**src/logic/prc_pkg.sv**
```systemverilog
package prc_pkg;
  // Register indices (byte offsets are index * 4, so all are multiples of four)
  localparam logic [3:0] IDX_STATUS  = 4'h0;
  localparam logic [3:0] IDX_POWER   = 4'h2;
  localparam logic [3:0] IDX_RDIV_HI = 4'h3;
  localparam logic [3:0] IDX_RDIV_LO = 4'h4;
  localparam logic [3:0] IDX_LOCKCFG = 4'h7;
  localparam logic [3:0] IDX_REFCFG  = 4'h8;
  localparam logic [3:0] IDX_PUMP    = 4'h9;
  localparam logic [3:0] IDX_PUMPFN  = 4'ha;
  localparam logic [3:0] IDX_STATMSK = 4'hb;
  // Status bit positions
  localparam int ST_UNLOCK = 0;
  localparam int ST_LOCK   = 1;
  localparam int ST_AMPHI  = 2;
  localparam int ST_AMPLO  = 3;
  localparam int ST_THI    = 4;
  localparam int ST_TLO    = 5;
  // Lock config: enable bit 4, window [1:0]
  localparam int LK_EN = 4;
  // Pump register: count [5:4], current code [3:0]
  localparam int PF_WIDE = 0;
  localparam int PF_RST  = 1;
  localparam int PF_DN   = 2;
  localparam int PF_UP   = 3;
  localparam int PF_MID  = 4;
  localparam int PF_INV  = 5;
  localparam int PF_CLO  = 6;
  localparam int PF_CHI  = 7;
  localparam int PW_REFO = 1;
  localparam int RC_BST  = 2;
  // Reset values
  localparam logic [9:0] RDIV_RST   = 10'h001;
  localparam logic [7:0] PUMPFN_RST = 8'h02;
  localparam logic [3:0] CP_MAX     = 4'hb;
  // Timing: lock windows in ns, clock period in ns
  localparam int CLK_NS = 100;
  localparam int WIN0_NS = 3;
  localparam int WIN1_NS = 10;
  localparam int WIN2_NS = 30;
  localparam int WIN3_NS = 90;
  localparam logic [11:0] CNT0 = 12'd32;
  localparam logic [11:0] CNT1 = 12'd128;
  localparam logic [11:0] CNT2 = 12'd512;
  localparam logic [11:0] CNT3 = 12'd2048;
  localparam logic [1:0] RESP_OKAY   = 2'b00;
  localparam logic [1:0] RESP_SLVERR = 2'b10;
  typedef struct packed {
    logic up;
    logic down;
  } prc_pulse_t;
endpackage : prc_pkg

```
**src/logic/prc_top.sv**
```systemverilog
`timescale 1ns/10ps
// Overview of operation
// - Reference divider is 10 bits, ratio 1 to 1023.
// - Divide value split over byte registers 3 and 4, used directly.
// - Phase detector gives UP or DOWN pulses sized by phase difference.
// - Detector hold-reset bit blocks detector UP and DOWN pulses; force bits still drive.
// - Lock indicator runs only when enabled; flags in status and pin.
// - Window codes 0..3 choose 3, 10, 30, 90 ns coincidence.
// - Locked only after the chosen count of successive in-window compares.
// - Count codes 0..3 choose 32, 128, 512, 2048 compares.
// - Out-of-window compare sets out-of-lock and clears locked at once.
// - Out-of-lock clears on first in-window compare.
// - Pump current code 0..11 valid, 12..15 invalid.
// - Polarity invert swaps UP and DOWN sense.
// - Upper clamp enabled and high: set flag, block sourcing.
// - Lower clamp enabled and low: set flag, block sinking.
// - Force bits drive constant current; all zero for lock.
// - Pulse extend lengthens detector reset delay, widening pulses.
// - Power bit disables reference output buffer.
// - Status pin is masked OR of the six flags.
module prc_top #(
  parameter int RDIV_W = 10
) (
  input  wire logic        i_ref_clk,
  input  wire logic        i_rst_b,
  input  wire logic        i_ref_in,
  input  wire logic        i_fb_div,
  input  wire logic        i_cmp_high,
  input  wire logic        i_cmp_low,
  input  wire logic        i_amp_high,
  input  wire logic        i_amp_low,
  input  wire logic [31:0] s_axi_awaddr,
  input  wire logic        s_axi_awvalid,
  output logic             s_axi_awready,
  input  wire logic [31:0] s_axi_wdata,
  input  wire logic [3:0]  s_axi_wstrb,
  input  wire logic        s_axi_wvalid,
  output logic             s_axi_wready,
  output logic [1:0]       s_axi_bresp,
  output logic             s_axi_bvalid,
  input  wire logic        s_axi_bready,
  input  wire logic [31:0] s_axi_araddr,
  input  wire logic        s_axi_arvalid,
  output logic             s_axi_arready,
  output logic [31:0]      s_axi_rdata,
  output logic [1:0]       s_axi_rresp,
  output logic             s_axi_rvalid,
  input  wire logic        s_axi_rready,
  output logic             o_ref_div,
  output logic             o_pump_up,
  output logic             o_pump_down,
  output logic [3:0]       o_pump_current_code,
  output logic             o_pump_midrail_bias,
  output logic             o_pump_pulse_extend,
  output logic             o_ref_out_powerdown,
  output logic [1:0]       o_ref_lowpass_select,
  output logic             o_ref_gain_boost,
  output logic             o_stat
);

  // Reset release
  logic       rst_s1;
  logic       rst_n;
  always_ff @(posedge i_ref_clk or negedge i_rst_b)
  begin
    if (!i_rst_b) {rst_n, rst_s1} <= 2'b00;
    else          {rst_n, rst_s1} <= {rst_s1, 1'b1};
  end

  // Pin synchronisers, first stage read only by second
  logic [5:0] sync1;
  logic [5:0] sync2;
  always_ff @(posedge i_ref_clk or negedge rst_n)
  begin
    if (!rst_n) {sync2, sync1} <= 12'h000;
    else        {sync2, sync1} <= {sync1, i_amp_low, i_amp_high, i_cmp_low, i_cmp_high,
                                   i_fb_div, i_ref_in};
  end
  wire ref_s  = sync2[0];
  wire fb_s   = sync2[1];
  wire chi_s  = sync2[2];
  wire clo_s  = sync2[3];
  wire amph_s = sync2[4];
  wire ampl_s = sync2[5];

  // Register storage
  logic [RDIV_W-1:0] rdiv;
  logic [7:0]        power;
  logic [7:0]        lockcfg;
  logic [7:0]        refcfg;
  logic [7:0]        pump;
  logic [7:0]        pumpfn;
  logic [5:0]        statmsk;
  logic [5:0]        status;

  // AXI write path: address and data latch in either order
  logic        aw_hold;
  logic        w_hold;
  logic [3:0]  aw_idx;
  logic [7:0]  w_byte;
  logic        w_lane;
  wire         aw_take = s_axi_awvalid & s_axi_awready;
  wire         w_take  = s_axi_wvalid & s_axi_wready;
  wire         wr_go   = aw_hold & w_hold & !s_axi_bvalid;
  wire         wr_ok   = (aw_idx == prc_pkg::IDX_POWER) | (aw_idx == prc_pkg::IDX_RDIV_HI) |
                         (aw_idx == prc_pkg::IDX_RDIV_LO) | (aw_idx == prc_pkg::IDX_LOCKCFG) |
                         (aw_idx == prc_pkg::IDX_REFCFG) | (aw_idx == prc_pkg::IDX_PUMP) |
                         (aw_idx == prc_pkg::IDX_PUMPFN) | (aw_idx == prc_pkg::IDX_STATMSK);
  wire         wr_en   = wr_go & wr_ok & w_lane;

  always_ff @(posedge i_ref_clk or negedge rst_n)
  begin
    if (!rst_n)
    begin
      aw_hold <= 1'b0;
      w_hold <= 1'b0;
      aw_idx <= 4'h0;
      w_byte <= 8'h00;
      w_lane <= 1'b0;
      s_axi_awready <= 1'b0;
      s_axi_wready <= 1'b0;
      s_axi_bvalid <= 1'b0;
      s_axi_bresp <= prc_pkg::RESP_OKAY;
    end
    else
    begin
      s_axi_awready <= !aw_hold & !aw_take & !s_axi_awready;
      s_axi_wready <= !w_hold & !w_take & !s_axi_wready;
      if (aw_take)
      begin
        aw_hold <= 1'b1;
        aw_idx <= s_axi_awaddr[5:2];
      end
      if (w_take)
      begin
        w_hold <= 1'b1;
        w_byte <= s_axi_wdata[7:0];
        w_lane <= s_axi_wstrb[0];
      end
      if (wr_go)
      begin
        aw_hold <= 1'b0;
        w_hold <= 1'b0;
        s_axi_bvalid <= 1'b1;
        s_axi_bresp <= wr_ok ? prc_pkg::RESP_OKAY : prc_pkg::RESP_SLVERR; // Unmapped refused
      end
      else if (s_axi_bvalid & s_axi_bready)
        s_axi_bvalid <= 1'b0;
    end
  end

  // Control registers; divider value stored as the ratio itself
  always_ff @(posedge i_ref_clk or negedge rst_n)
  begin
    if (!rst_n)
    begin
      rdiv <= prc_pkg::RDIV_RST;
      power <= 8'h00;
      lockcfg <= 8'h00;
      refcfg <= 8'h00;
      pump <= 8'h00;
      pumpfn <= prc_pkg::PUMPFN_RST;
      statmsk <= 6'h00;
    end
    else if (wr_en)
    begin
      case (aw_idx)
        prc_pkg::IDX_RDIV_HI: rdiv[RDIV_W-1:8] <= w_byte[RDIV_W-9:0];
        prc_pkg::IDX_RDIV_LO: rdiv[7:0] <= w_byte;
        prc_pkg::IDX_POWER:   power <= w_byte;
        prc_pkg::IDX_LOCKCFG: lockcfg <= w_byte;
        prc_pkg::IDX_REFCFG:  refcfg <= w_byte;
        prc_pkg::IDX_PUMP:    pump <= w_byte;
        prc_pkg::IDX_PUMPFN:  pumpfn <= w_byte;
        prc_pkg::IDX_STATMSK: statmsk <= w_byte[5:0];
        default:              power <= power;
      endcase
    end
  end

  // Read mux
  logic [7:0] rd_val;
  always_comb
  begin
    case (s_axi_araddr[5:2])
      prc_pkg::IDX_STATUS:  rd_val = {2'b00, status};
      prc_pkg::IDX_POWER:   rd_val = power;
      prc_pkg::IDX_RDIV_HI: rd_val = {6'h00, rdiv[RDIV_W-1:8]};
      prc_pkg::IDX_RDIV_LO: rd_val = rdiv[7:0];
      prc_pkg::IDX_LOCKCFG: rd_val = lockcfg;
      prc_pkg::IDX_REFCFG:  rd_val = refcfg;
      prc_pkg::IDX_PUMP:    rd_val = pump;
      prc_pkg::IDX_PUMPFN:  rd_val = pumpfn;
      prc_pkg::IDX_STATMSK: rd_val = {2'b00, statmsk};
      default:              rd_val = 8'h00;
    endcase
  end
  wire rd_hit = (s_axi_araddr[5:2] <= prc_pkg::IDX_STATMSK) &
                (s_axi_araddr[5:2] != 4'h1) & (s_axi_araddr[5:2] != 4'h5) &
                (s_axi_araddr[5:2] != 4'h6);

  // AXI read path, one cycle ready pulse then data
  always_ff @(posedge i_ref_clk or negedge rst_n)
  begin
    if (!rst_n)
    begin
      s_axi_arready <= 1'b0;
      s_axi_rvalid <= 1'b0;
      s_axi_rdata <= 32'h00000000;
      s_axi_rresp <= prc_pkg::RESP_OKAY;
    end
    else
    begin
      s_axi_arready <= s_axi_arvalid & !s_axi_arready & !s_axi_rvalid;
      if (s_axi_arvalid & s_axi_arready)
      begin
        s_axi_rvalid <= 1'b1;
        s_axi_rdata <= {24'h000000, rd_val};
        s_axi_rresp <= rd_hit ? prc_pkg::RESP_OKAY : prc_pkg::RESP_SLVERR;
      end
      else if (s_axi_rvalid & s_axi_rready)
        s_axi_rvalid <= 1'b0;
    end
  end

  // Reference divider; ratio 0 treated as 1
  logic [RDIV_W-1:0] rcnt;
  logic              ref_d;
  wire               ref_rise = ref_s & !ref_d;
  wire               rwrap = (rcnt >= rdiv - 10'd1) | (rdiv == 10'd0);
  wire               div_one = (rdiv <= 10'd1);
  logic              rdiv_pulse;
  always_ff @(posedge i_ref_clk or negedge rst_n)
  begin
    if (!rst_n)
    begin
      ref_d <= 1'b0;
      rcnt <= '0;
      rdiv_pulse <= 1'b0;
      o_ref_div <= 1'b0;
    end
    else
    begin
      ref_d <= ref_s;
      rdiv_pulse <= ref_rise & rwrap;
      if (ref_rise)
        rcnt <= rwrap ? '0 : rcnt + 10'd1;
      // Ratio 1 has no count to split, so the output follows the reference
      if (div_one)
        o_ref_div <= ref_s;
      else if (ref_rise)
        o_ref_div <= (rcnt < (rdiv >> 1)) & !rwrap;
    end
  end

  // Feedback edge
  logic fb_d;
  wire  fb_rise = fb_s & !fb_d;

  // Phase detector state; hold-reset and both-high clear it
  logic       pd_up;
  logic       pd_dn;
  logic [1:0] ext_cnt;
  logic [7:0] diff_cnt;
  wire        pd_hold = pumpfn[prc_pkg::PF_RST];
  wire        both = (pd_up | rdiv_pulse) & (pd_dn | fb_rise);
  wire        cmp_done = both & (ext_cnt == 2'd0);
  always_ff @(posedge i_ref_clk or negedge rst_n)
  begin
    if (!rst_n)
    begin
      fb_d <= 1'b0;
      pd_up <= 1'b0;
      pd_dn <= 1'b0;
      ext_cnt <= 2'd0;
      diff_cnt <= 8'h00;
    end
    else
    begin
      fb_d <= fb_s;
      if (pd_hold)
      begin
        pd_up <= 1'b0;
        pd_dn <= 1'b0;
        ext_cnt <= 2'd0;
        diff_cnt <= 8'h00;
      end
      else if (ext_cnt != 2'd0)
      begin
        // Extension ends by clearing both, else the pair would re-arm forever
        ext_cnt <= ext_cnt - 2'd1;
        if (ext_cnt == 2'd1)
        begin
          pd_up <= 1'b0;
          pd_dn <= 1'b0;
        end
      end
      else if (both)
      begin
        // Extended reset delay holds both briefly, widening pulses
        ext_cnt <= pumpfn[prc_pkg::PF_WIDE] ? 2'd2 : 2'd0;
        pd_up <= pumpfn[prc_pkg::PF_WIDE];
        pd_dn <= pumpfn[prc_pkg::PF_WIDE];
        diff_cnt <= 8'h00;
      end
      else
      begin
        pd_up <= pd_up | rdiv_pulse;
        pd_dn <= pd_dn | fb_rise;
        if ((pd_up | pd_dn) & (diff_cnt != 8'hff))
          diff_cnt <= diff_cnt + 8'h01;
      end
    end
  end

  // Window limit in clock cycles, at least one; count select table
  function automatic logic [7:0] win_cycles(input logic [1:0] sel);
    int ns;
    ns = (sel == 2'd0) ? prc_pkg::WIN0_NS : (sel == 2'd1) ? prc_pkg::WIN1_NS :
         (sel == 2'd2) ? prc_pkg::WIN2_NS : prc_pkg::WIN3_NS;
    return (ns < prc_pkg::CLK_NS) ? 8'd1 : 8'((ns + prc_pkg::CLK_NS - 1) / prc_pkg::CLK_NS);
  endfunction : win_cycles
  function automatic logic [11:0] req_count(input logic [1:0] sel);
    return (sel == 2'd0) ? prc_pkg::CNT0 : (sel == 2'd1) ? prc_pkg::CNT1 :
           (sel == 2'd2) ? prc_pkg::CNT2 : prc_pkg::CNT3;
  endfunction : req_count

  // Lock indicator; difference counted in clocks, coarse at this rate
  wire [11:0] required_coincidence_count = req_count(pump[5:4]);
  wire        coincidence_detect_enable = lockcfg[prc_pkg::LK_EN];
  wire        in_win = diff_cnt < win_cycles(lockcfg[1:0]);
  logic [11:0] co_cnt;
  logic        lock_f;
  logic        unlock_f;
  always_ff @(posedge i_ref_clk or negedge rst_n)
  begin
    if (!rst_n)
    begin
      co_cnt <= 12'h000;
      lock_f <= 1'b0;
      unlock_f <= 1'b0;
    end
    else if (!coincidence_detect_enable)
    begin
      co_cnt <= 12'h000;
      lock_f <= 1'b0;
      unlock_f <= 1'b0;
    end
    else if (cmp_done & !pd_hold)
    begin
      if (!in_win)
      begin
        co_cnt <= 12'h000;
        lock_f <= 1'b0;
        unlock_f <= 1'b1;
      end
      else
      begin
        unlock_f <= 1'b0;
        if (co_cnt + 12'h001 >= required_coincidence_count)
          lock_f <= 1'b1;
        else
          co_cnt <= co_cnt + 12'h001;
      end
    end
  end

  // Clamp flags follow live comparator state
  wire upper_clamp_flag = pumpfn[prc_pkg::PF_CHI] & chi_s;
  wire lower_clamp_flag = pumpfn[prc_pkg::PF_CLO] & clo_s;
  wire [5:0] next_status = {lower_clamp_flag, upper_clamp_flag, ampl_s, amph_s,
                            lock_f, unlock_f};

  // Pump drive: invert, force, clamps
  wire src_raw = pumpfn[prc_pkg::PF_INV] ? pd_dn : pd_up;
  wire snk_raw = pumpfn[prc_pkg::PF_INV] ? pd_up : pd_dn;
  wire next_up = (src_raw | pumpfn[prc_pkg::PF_UP]) & !upper_clamp_flag;
  wire next_dn = (snk_raw | pumpfn[prc_pkg::PF_DN]) & !lower_clamp_flag;
  wire [3:0] code = pump[3:0];

  always_ff @(posedge i_ref_clk or negedge rst_n)
  begin
    if (!rst_n)
    begin
      status <= 6'h00;
      o_pump_up <= 1'b0;
      o_pump_down <= 1'b0;
      o_pump_current_code <= 4'h0;
      o_pump_midrail_bias <= 1'b0;
      o_pump_pulse_extend <= 1'b0;
      o_ref_out_powerdown <= 1'b0;
      o_ref_lowpass_select <= 2'b00;
      o_ref_gain_boost <= 1'b0;
      o_stat <= 1'b0;
    end
    else
    begin
      status <= next_status;
      o_pump_up <= next_up;
      o_pump_down <= next_dn;
      // Invalid codes clipped to the top valid code
      o_pump_current_code <= (code > prc_pkg::CP_MAX) ? prc_pkg::CP_MAX : code;
      o_pump_midrail_bias <= pumpfn[prc_pkg::PF_MID];
      o_pump_pulse_extend <= pumpfn[prc_pkg::PF_WIDE];
      o_ref_out_powerdown <= power[prc_pkg::PW_REFO];
      o_ref_lowpass_select <= refcfg[1:0];
      o_ref_gain_boost <= refcfg[prc_pkg::RC_BST];
      o_stat <= |(next_status & statmsk);
    end
  end

endmodule : prc_top

```
**config.mk**
```make
export PLATFORM = sky130hd
export DESIGN_NAME = prc_top
export DESIGN_NICKNAME = d
export VERILOG_FILES = /design/src/logic/prc_pkg.sv /design/src/logic/prc_top.sv
export SDC_FILE = /design/constraint.sdc
export NUM_CORES = 1
export LEC_CHECK = 0
export BUFFER_PORTS_ARGS = -buffer_cell sky130_fd_sc_hd__buf_2
export CORE_AREA = 4 4 125 127
export CTS_CLUSTER_DIAMETER = 80
export CTS_CLUSTER_SIZE = 20
export DETAILED_ROUTE_END_ITERATION = 8
export DIE_AREA = 0 0 129 131
export PLACE_DENSITY_LB_ADDON = 0.05
export SYNTH_ARGS = -nofsm -noshare
export SYNTH_HDL_FRONTEND = slang
export SYNTH_SLANG_ARGS = --single-unit
```
**constraint.sdc**
```tcl
create_clock -name i_ref_clk -period 5.5 [get_ports i_ref_clk]
set_input_delay 0.55 -clock i_ref_clk [delete_from_list [all_inputs] [get_ports i_ref_clk]]
set_output_delay 0.55 -clock i_ref_clk [all_outputs]
set_load 0.02 [all_outputs]
```
Yosys cells after proc, flatten, opt, wreduce, memory -nomap -nowiden
Index checks and enable logic that the tools add are counted.
{"block": "word_totals", "regBits": 161, "inputBits": 113, "out_inout_bits": 55, "elab_cells": 227}
{"block": "classes", "addsub": 7, "n_div": 1, "order_cmp": 8, "eq_ne": 30, "mux": 50, "n_bitwise": 44, "n_reduce_logical": 40}
{"op": "$mux W12", "count": 7}
{"op": "$pmux W8 S9", "count": 1}
{"op": "$mux W8", "count": 5}
{"op": "$div A32 B8 Y32 const B", "count": 1}
{"op": "$eq A4 B4 Y1 const B", "count": 8}
{"op": "$and A1 B1 Y1", "count": 30}
{"op": "$mux W1", "count": 26}
{"op": "$reduce_and A2 Y1", "count": 11}
{"op": "$mux W7", "count": 3}
{"op": "$eq A4 B2 Y1 const B", "count": 4}
{"op": "$eq A4 B3 Y1 const B", "count": 4}
{"op": "$logic_not A1 Y1", "count": 15}
{"op": "$or A1 B1 Y1", "count": 13}
{"op": "$add A12 B1 Y12 const B", "count": 1}
{"op": "$ge A12 B12 Y1", "count": 1}
{"op": "$mux W2", "count": 6}
{"op": "$reduce_bool A2 Y1", "count": 6}
{"op": "$add A10 B1 Y10 const B", "count": 1}
{"op": "$ge A10 B10 Y1", "count": 1}
{"op": "$le A10 B1 Y1 const B", "count": 1}
{"op": "$logic_not A10 Y1", "count": 1}
{"op": "$lt A10 B9 Y1", "count": 1}
{"op": "$mux W10", "count": 1}
{"op": "$sub A10 B1 Y10 const B", "count": 1}
{"op": "other kinds (23)", "count": 31}

Longest topological paths before layout
Gate-level depths: netlist of the first run.
{"block": "depth", "depth_word": 12, "ltp_mapped": 13, "depth_no_buf": 12}

Worst setup path after synthesis of the first run
No wires, ideal clock.
{"block": "synth_path", "kind": "register to register", "from": "register rdiv[2]", "to": "register rcnt[6]", "setup_time_ns": 0.071, "t_arrival_ns": 2.585, "path_slack_ns": 2.844, "stages_incl_launch_ff": 13, "n_path_buf": 2, "synth_period_minus_slack_ns": 2.656, "path_cell_list": "dfrtp_1 -> clkbuf_1 -> nor4_1 -> nand2_1 -> nor2_1 -> xnor2_1 -> ha_1 -> a2111oi_0 -> o21a_1 -> o21ai_1 -> and2_1 -> buf_4 -> nor2_1"}
{"block": "synth_between", "elab_chain_len": 4, "elab_cells_between_ends": 5, "classes_between": "add/sub (1); order compare (1); mux (1); bitwise (1); reduce/logical (1)"}
{"item": "start: declaration", "line_no": "prc_top.sv:87", "text": "logic [RDIV_W-1:0] rdiv;"}
{"item": "start signal: assignment", "line_no": "prc_top.sv:157", "text": "rdiv <= prc_pkg::RDIV_RST;"}
{"item": "start signal: indexed assignment", "line_no": "prc_top.sv:168", "text": "prc_pkg::IDX_RDIV_HI: rdiv[RDIV_W-1:8] <= w_byte[RDIV_W-9:0];"}
{"item": "start signal: assignment", "line_no": "prc_top.sv:169", "text": "prc_pkg::IDX_RDIV_LO: rdiv[7:0] <= w_byte;"}
{"item": "$sub A10 B1 Y10", "line_no": "prc_top.sv:230", "text": "wire rwrap = (rcnt >= rdiv - 10'd1) | (rdiv == 10'd0);"}
{"item": "$ge A10 B10 Y1", "line_no": "prc_top.sv:230"}
{"item": "$or A1 B1 Y1 *", "line_no": "prc_top.sv:230"}
{"item": "$mux W10 *", "line_no": "prc_top.sv:247", "text": "rcnt <= rwrap ? '0 : rcnt + 10'd1;"}
{"item": "end signal: assignment", "line_no": "prc_top.sv:247"}
{"item": "end: declaration", "line_no": "prc_top.sv:227", "text": "logic [RDIV_W-1:0] rcnt;"}
Mark *: on every way between the ends. The rest lies on a longest branch, timed or not.
A chain may end at the register's enable or synchronous reset.

Final worst setup path of the first run
{"block": "layout_path", "from": "register co_cnt[0]", "to": "register co_cnt[0]"}
{"block": "layout_between", "elab_chain_len": 5, "elab_cells_between_ends": 8, "classes_between": "add/sub (1); order compare (1); eq/ne (1); mux (4); reduce/logical (1)"}
{"item": "start: declaration", "line_no": "prc_top.sv:332", "text": "logic [11:0] co_cnt;"}
{"item": "start signal: assignment", "line_no": "prc_top.sv:363", "text": "co_cnt <= co_cnt + 12'h001;"}
{"item": "$add A12 B1 Y12 *", "line_no": "prc_top.sv:360, prc_top.sv:363"}
{"item": "branches (longest 4 deep; another with $ge A12 B12 Y1)"}
Every way passes the cells marked *. The select of a mux whose other input is x is not followed.

==> results.py, run 1 <==
metrics = {
    "final_layout": {
        "area_delta_synth_final_pct": 12.9,
        "antennaDiodeCount": 0,
        "final_layout_size_suffix_gt1_frac": 0.246,
        "fin_nets": 915,
        "finalNonFillerCells": 970,
        "final_cell_mix": "dfrtp_1, mux2_2, buf_2, nand2_1, nor2_1",
        "final_common_cell": "dfrtp_1",
    },
    "min_path": {
        "min-delay-path-class": "input pin to flip-flop",
        "holdCritStartpoint": "i_amp_low",
    },
    "power": {
        "combPwrFrac": 0.305,
        "intPower_uw": 2990,
        "p_sw_frac": 0.357,
        "peakVddDrop_v": 0.000320,
        "leakage_uw": 0.00426,
        "p_clk_frac": 0.281,
        "power_density_nw_per_um2": 520,
        "p_seq_frac": 0.414,
        "p_sw_uw": 1660,
        "p_total_uw": 4640,
    },
    "grt": {
        "first_global_vias": 5418,
        "grt_use_total": 0.217,
        "antenna_found_initial": 0,
        "grt_overflow": 0,
        "grt_max_degree": 63,
        "grt_pass1_wl_um": 28500,
    },
    "flow_run": {
        "drv_cap": 0,
    },
    "critical_path": {
        "path_buf_inv": 0,
        "crit_path_max_incr_delay_ns": 0.41,
        "worst_ep_required_time_ns": 5.86,
        "path_cells": "and2_1 > nand4_1 > nor2b_1 > xnor2_1 > ha_1 > o211ai_1 > a21oi_1 > a21boi_4 > nor2_2 > o21ai_1 > mux2_2",
        "crit_fanout": 9,
        "critPathArrivalTime_ns": 3.51,
        "critPathKind": "flip-flop to flip-flop",
        "cpMaxStageDelayCell": "dfrtp_1",
        "critPathLaunch": "co_cnt[0]",
        "cp-end-kind": "flip-flop",
        "startpoint_type": "flip-flop",
        "r2r_start": "co_cnt[0]",
        "rrSetupSlack_ns": 2.36,
        "cp_top_family": "simple AND/OR/NAND/NOR gates",
    },
    "clock_network": {
        "root_buffer": "clkbuf_16",
        "clock_path_buffers": 2,
        "cts-resized-gates": 0,
        "cts_tree": "yes",
        "path_clk_slew_ns": 0.06,
        "cts_buffers": 17,
        "htree_levels": 4,
        "post_cts_buffers": 0,
        "clock_sinks": 159,
        "clk_latency_ns": 0.43,
    },
    "synthesis": {
        "ys.flop_type": "dfrtp_1",
        "yosys.area.top_type_share": 0.497,
        "synth_top_area_cell": "dfrtp_1",
        "avgSynthCellArea_um2": 11.0,
        "ys_seq_area_frac": 0.504,
        "ys_types": 80,
        "synth_area_leaders": "dfrtp_1, mux2_2, ha_1, buf_4, nand2_1",
        "synth_area_um2": 7910,
        "netlist_instances": 716,
        "ys_ff_latch": 159,
        "yosysWarnings": 0,
        "synthArstFlopShare": 1.00,
        "synth_edf_count": 0,
    },
    "die": {
        "die_y_um": 131,
        "start_util": 0.548,
        "core_um2": 14400,
        "die_x_um": 129,
        "dieArea_um2": 16900,
        "ioPinCount": 168,
        "rows": 44,
    },
    "route": {
        "ant_nets": 0,
        "viasPerCell": 5.79,
        "drt-pass1-iter-count": 6,
        "drc": 0,
        "wirelength_um": 17300,
        "first_iter_violations": 439,
        "routedWlPerCell_um": 17.8,
        "via_count": 5613,
    },
    "timing": {
        "period_share": 0.571,
        "layout_min_cycle_time_ns": 3.14,
        "slew_headroom": 0.450,
        "clock_skew_ns": 0.00658,
        "report.final.slew_viol_count": 0,
        "worstMarginPinSlew_ns": 0.820,
        "finalHoldViolCount": 0,
        "clock.fmax_mhz": 318,
        "fin_setup_tns_ns": 0,
        "setup_viol": 0,
        "rsz0062_at_grt": "no",
    },
    "placement": {
        "gp_congestion": 0.867,
        "hpwl_um": 12400,
        "io_buffers": 58,
        "placed_cells": 937,
    },
    "status": {
        "status": "completed",
    },
}
Yosys cell counts (14+ instances only):
cell type / instances
a21oi_1: 22
buf_4: 27
clkbuf_1: 15
dfrtp_1: 157
ha_1: 29
inv_1: 25
mux2_2: 71
nand2_1: 54
nand3_1: 22
nor2_1: 54
o21ai_0: 36
xnor2_1: 14
area by class of cell:
cell class	count	area, µm²
clock buffer	17	425
clock inverter	15	229
fill	1215	5500
inverter	25	93.8
multi-input combinational	508	3640
sequential	159	3990
tap	184	230
timing repair buffer	62	323
state kept, by name, summed over array words and instances (netlist names), 8 cells and up:
signal / cells
lockcfg: 8
pumpfn: 8
w_byte: 8
s_axi_rdata: 8
co_cnt: 12
power: 8
rcnt: 10
diff_cnt: 8
rdiv: 10
refcfg: 8
pump: 8
logic make-up after synthesis:
| group | after synthesis | share of synthesized area |
|---|---|---|
| mux | 76 | 0.111 |
| other cells | 2 | 0.000950 |
| flops | 159 | 0.504 |
| compound gates | 139 | 0.123 |
| simple gates | 215 | 0.142 |
| xor+xnor | 22 | 0.0253 |
| fa+ha+maj | 29 | 0.0459 |
| buf+inv | 74 | 0.0489 |
final timing paths:
kind	end	cells after the start
worst max-delay path	co_cnt[0]	11
worst max register to register	co_cnt[0]	11
worst min register to register	sync1[5]	0
worst min-delay path	sync1[5]	1
max in group asynchronous	rdiv[1]	1
min in group asynchronous	sync1[5]	0
power groups by stage:
stage               Combinational, µW  Sequential [µW]  Clock (µW)
floorplan                        1060             1850           0
global placement                 1350             1920           0
detailed placement               1400             1940           0
CTS                              1420             1920        1330
global route                     1600             1980        1380
finish                           1420             1920        1310
routing by layer:
| layer | share of wire | wire, µm | GRT usage |
|---|---|---|---|
| met2 | 0.44 | 7530 | 0.321 |
| met5 | 0 | 0 | 0 |
| met4 | 0.021 | 359 | 0.0686 |
| met3 | 0.059 | 1010 | 0.0459 |
| met1 | 0.49 | 8400 | 0.321 |
worst reg2reg max path, stage by stage (launching register included):
cell	delay, ns
dfrtp_1	0.41
and2_1	0.23
nand4_1	0.32
nor2b_1	0.33
xnor2_1	0.11
ha_1	0.33
o211ai_1	0.10
a21oi_1	0.15
a21boi_4	0.36
nor2_2	0.12
o21ai_1	0.37
mux2_2	0.23
per-stage QoR:
stage | worst slack, ns | area, µm² | utilization | hold WS, ns
floorplan | 0.745 | 8000 | - | 0.254
global placement | 2.50 | 8260 | 0.573 | 0.332
detailed placement | 2.46 | 8260 | 0.573 | 0.336
CTS | 2.42 | 8920 | 0.619 | 0.211
global route | 2.12 | 8920 | 0.619 | 0.204
finish | 2.36 | 8920 | 0.619 | 0.224
repair_timing:
item	CTS	global route
endpoints found under the setup margin	0	0
endpoints found under the hold margin	2	0
hold buffers	1	0
No activity file was read; power rests on OpenSTA's default activity.
==> run 2, diff against run 1 <==
Settings changed: ABC_AREA set to 1, CORE_AREA 4 4 125 127 to 4 4 126 128, DIE_AREA 0 0 129 131 to 0 0 130 132.
Clock period 5.5 ns to 3 ns, I/O delays scaled along.
==> run 2 against run 1 <==
  * Hold slack got worse by 0.18 ns
  * Largest cell class unchanged
  * Utilization decreased by 1.1 points
  * Via count increased by 12%
  * Highest routed layer unchanged
  * Die area increased by 1.5%
  * Clock skew increased by 0.0021 ns
  * Synthesized cell count increased by 33%
  * Area after synthesis increased by 0.70%
  * Wire length increased by 5.6%
  * Sequential power increased by 67%
  * Critical endpoint is now rcnt[9]
  * Maximum frequency increased by 18%
  * Final area increased by 1.2%
==> results.py, run 2 <==
metrics = {
    "power": {
        "leakage_uw": 0.00482,
        "power_density_nw_per_um2": 803,
        "peakVddDrop_v": 0.000465,
        "p_sw_frac": 0.361,
        "p_sw_uw": 2620,
        "combPwrFrac": 0.263,
        "p_clk_frac": 0.295,
        "intPower_uw": 4640,
        "p_seq_frac": 0.442,
    },
    "min_path": {
        "holdPathEnd": "s_axi_bvalid",
        "holdCritStartpoint": "s_axi_bready",
        "min-delay-path-class": "input pin to flip-flop",
        "holdPathStages": 2,
    },
    "final_layout": {
        "seqCellArea_um2": 3990,
        "area_delta_synth_final_pct": 13.5,
        "fin_nets": 1166,
        "final_cell_mix": "nand2_1, dfrtp_1, inv_1, o21ai_0, nor2_1",
        "top_regs": "co_cnt (12), rcnt (10), rdiv (10)",
        "antennaDiodeCount": 0,
        "regMostFlops": "co_cnt",
        "n_fill_cell": 1344,
        "multi_input_area_um2": 3320,
        "final_layout_size_suffix_gt1_frac": 0.120,
        "finalNonFillerCells": 1225,
        "final_common_cell": "nand2_1",
        "largest_reg_flops": 12,
    },
    "route": {
        "ant_nets": 0,
        "wirelength_um": 18300,
        "via_count": 6303,
        "viasPerCell": 5.15,
        "drc": 0,
        "first_iter_violations": 377,
        "drt-pass1-iter-count": 5,
        "routedWlPerCell_um": 14.9,
    },
    "critical_path": {
        "path_cells": "inv_1 > buf_4 > ha_1 > nand3_1 > xor2_1 > inv_1 > ha_1 > nand2_1 > nor4_1 > a31oi_1 > a21oi_2 > buf_4 > nor2_1",
        "crit_path_max_incr_delay_ns": 0.53,
        "crit_fanout": 6,
        "path_buf_inv": 4,
        "cp_top_family": "simple AND/OR/NAND/NOR gates",
        "cpMaxStageDelayCell": "dfstp_2",
        "critPathKind": "flip-flop to flip-flop",
        "r2r-end": "rcnt[9]",
        "critPathArrivalTime_ns": 2.98,
        "startpoint_type": "flip-flop",
        "r2r_start": "rdiv[0]",
        "cp-end-kind": "flip-flop",
        "reg2regPathDepth": 13,
        "rrSetupSlack_ns": 0.34,
        "worst_ep_required_time_ns": 3.31,
    },
    "clock_network": {
        "root_buffer": "clkbuf_16",
        "clock_sinks": 159,
        "htree_levels": 4,
        "clock_path_buffers": 2,
        "post_cts_buffers": 0,
        "cts_buffers": 17,
        "cts_tree": "yes",
        "path_clk_slew_ns": 0.07,
        "clk_latency_ns": 0.43,
    },
    "status": {
        "status": "completed",
    },
    "flow_run": {
        "drv_cap": 0,
    },
    "synthesis": {
        "synth_common_cells": "nand2_1, dfrtp_1, inv_1",
        "synth_area_um2": 7960,
        "yosys.area.top_type_share": 0.493,
        "ys.flop_type": "dfrtp_1",
        "synthArstFlopShare": 1.00,
        "yosysMostFrequentCell": "nand2_1",
        "synth_top_area_cell": "dfrtp_1",
        "synth_edf_count": 0,
        "ys_ff_latch": 159,
        "avgSynthCellArea_um2": 8.39,
        "ys_seq_area_frac": 0.500,
        "ys_types": 43,
        "netlist_instances": 949,
        "synth_area_leaders": "dfrtp_1, nand2_1, o21ai_0, inv_1, ha_1",
        "yosysWarnings": 0,
    },
    "timing": {
        "clock_skew_ns": 0.00872,
        "period_share": 0.888,
        "setup_viol": 0,
        "fin_setup_tns_ns": 0,
        "rsz0062_at_grt": "no",
        "clock.fmax_mhz": 375,
        "layout_min_cycle_time_ns": 2.66,
        "report.final.slew_viol_count": 0,
        "slew_headroom": 0.498,
        "finalHoldViolCount": 0,
        "worstMarginPinSlew_ns": 0.750,
    },
    "placement": {
        "gp_congestion": 0.887,
        "hpwl_um": 13600,
        "placed_cells": 1186,
        "io_buffers": 58,
    },
    "die": {
        "die_x_um": 130,
        "die_y_um": 132,
        "rows": 45,
        "start_util": 0.536,
        "core_um2": 14900,
        "dieArea_um2": 17200,
        "ioPinCount": 168,
    },
    "grt": {
        "antenna_found_initial": 0,
        "grt_pass1_wl_um": 30200,
        "first_global_vias": 6052,
        "grt_max_degree": 53,
        "grt_overflow": 0,
        "grt_use_total": 0.224,
    },
}
[run 2: changes by cell type after synthesis, moves of 9 or more]
cell	change
nand3_1	+23
nand2_1	+216
clkbuf_1	-11
mux2_2	-71
o21ai_0	+54
a22o_1	-11
nand2b_1	-9
nor2b_1	-13
xnor2_1	-11
inv_1	+86
[run 2: power groups by stage]
stage,Combinational (µW),Clock (µW),Sequential [µW]
after floorplan,1310,0,3190
after global placement,1880,0,3220
after detailed placement,1910,0,3240
after CTS,1930,2180,3200
after global routing,2200,2260,3280
final,1910,2140,3210
[run 2: worst max path at each step]
stage               cells after the start  slack, ns  endpoint    start
detailed placement                     14       0.24   rcnt[7]  rdiv[2]
global placement                       14       0.29   rcnt[9]  rdiv[2]
global route                           14       0.08   rcnt[9]  rdiv[2]
floorplan                               0       0.37   aw_hold    rst_n
CTS                                    14       0.21   rcnt[9]  rdiv[2]
finish                                 13       0.34   rcnt[9]  rdiv[0]
[run 2: final cells by class]
class,instances,share of cell area
Clock buffer,23,0.0518
Clock inverter,9,0.0125
Inverter,113,0.0483
Multi-Input combinational cell,656,0.368
Sequential cell,159,0.441
Tap cell,188,0.0260
Timing Repair Buffer,77,0.0526
[run 2: repair_timing]
item	in CTS	in global routing
hold buffers	7	0
endpoints found under the hold margin	8	0
setup endpoints to repair	0	5
gates resized for setup	0	1
[run 2: cells by family after synthesis]
| kind of cell | after synthesis | share of synthesized area |
|---|---|---|
| xor gates and xnor gates | 17 | 0.0187 |
| other | 2 | 0.000943 |
| AOI/OAI and AO/OA | 154 | 0.111 |
| buffers and inverters | 159 | 0.0951 |
| DFF | 159 | 0.500 |
| adders and majority gates | 29 | 0.0456 |
| and+or+nand+nor | 429 | 0.229 |
[run 2: per-layer routing]
metal | GRT usage | share of wire | up-vias
li1 | - | - | 3177
met4 | 0.0768 | 0.018 | 0
met3 | 0.0425 | 0.053 | 22
met5 | 0 | 0 | -
met1 | 0.321 | 0.48 | 2958
met2 | 0.344 | 0.45 | 146
[run 2: through the flow]
step	util	total power, µW	setup slack, ns	instance area, µm²	hold WS (ns)
floorplan	-	4500	0.369	8060	0.00441
detailed placement	0.564	5140	0.235	8380	0.0877
global route	0.608	7740	0.0770	9030	0.0673
finish	0.608	7260	0.337	9030	0.0412
global placement	0.564	5100	0.291	8380	0.0868
CTS	0.607	7310	0.211	9030	0.0302
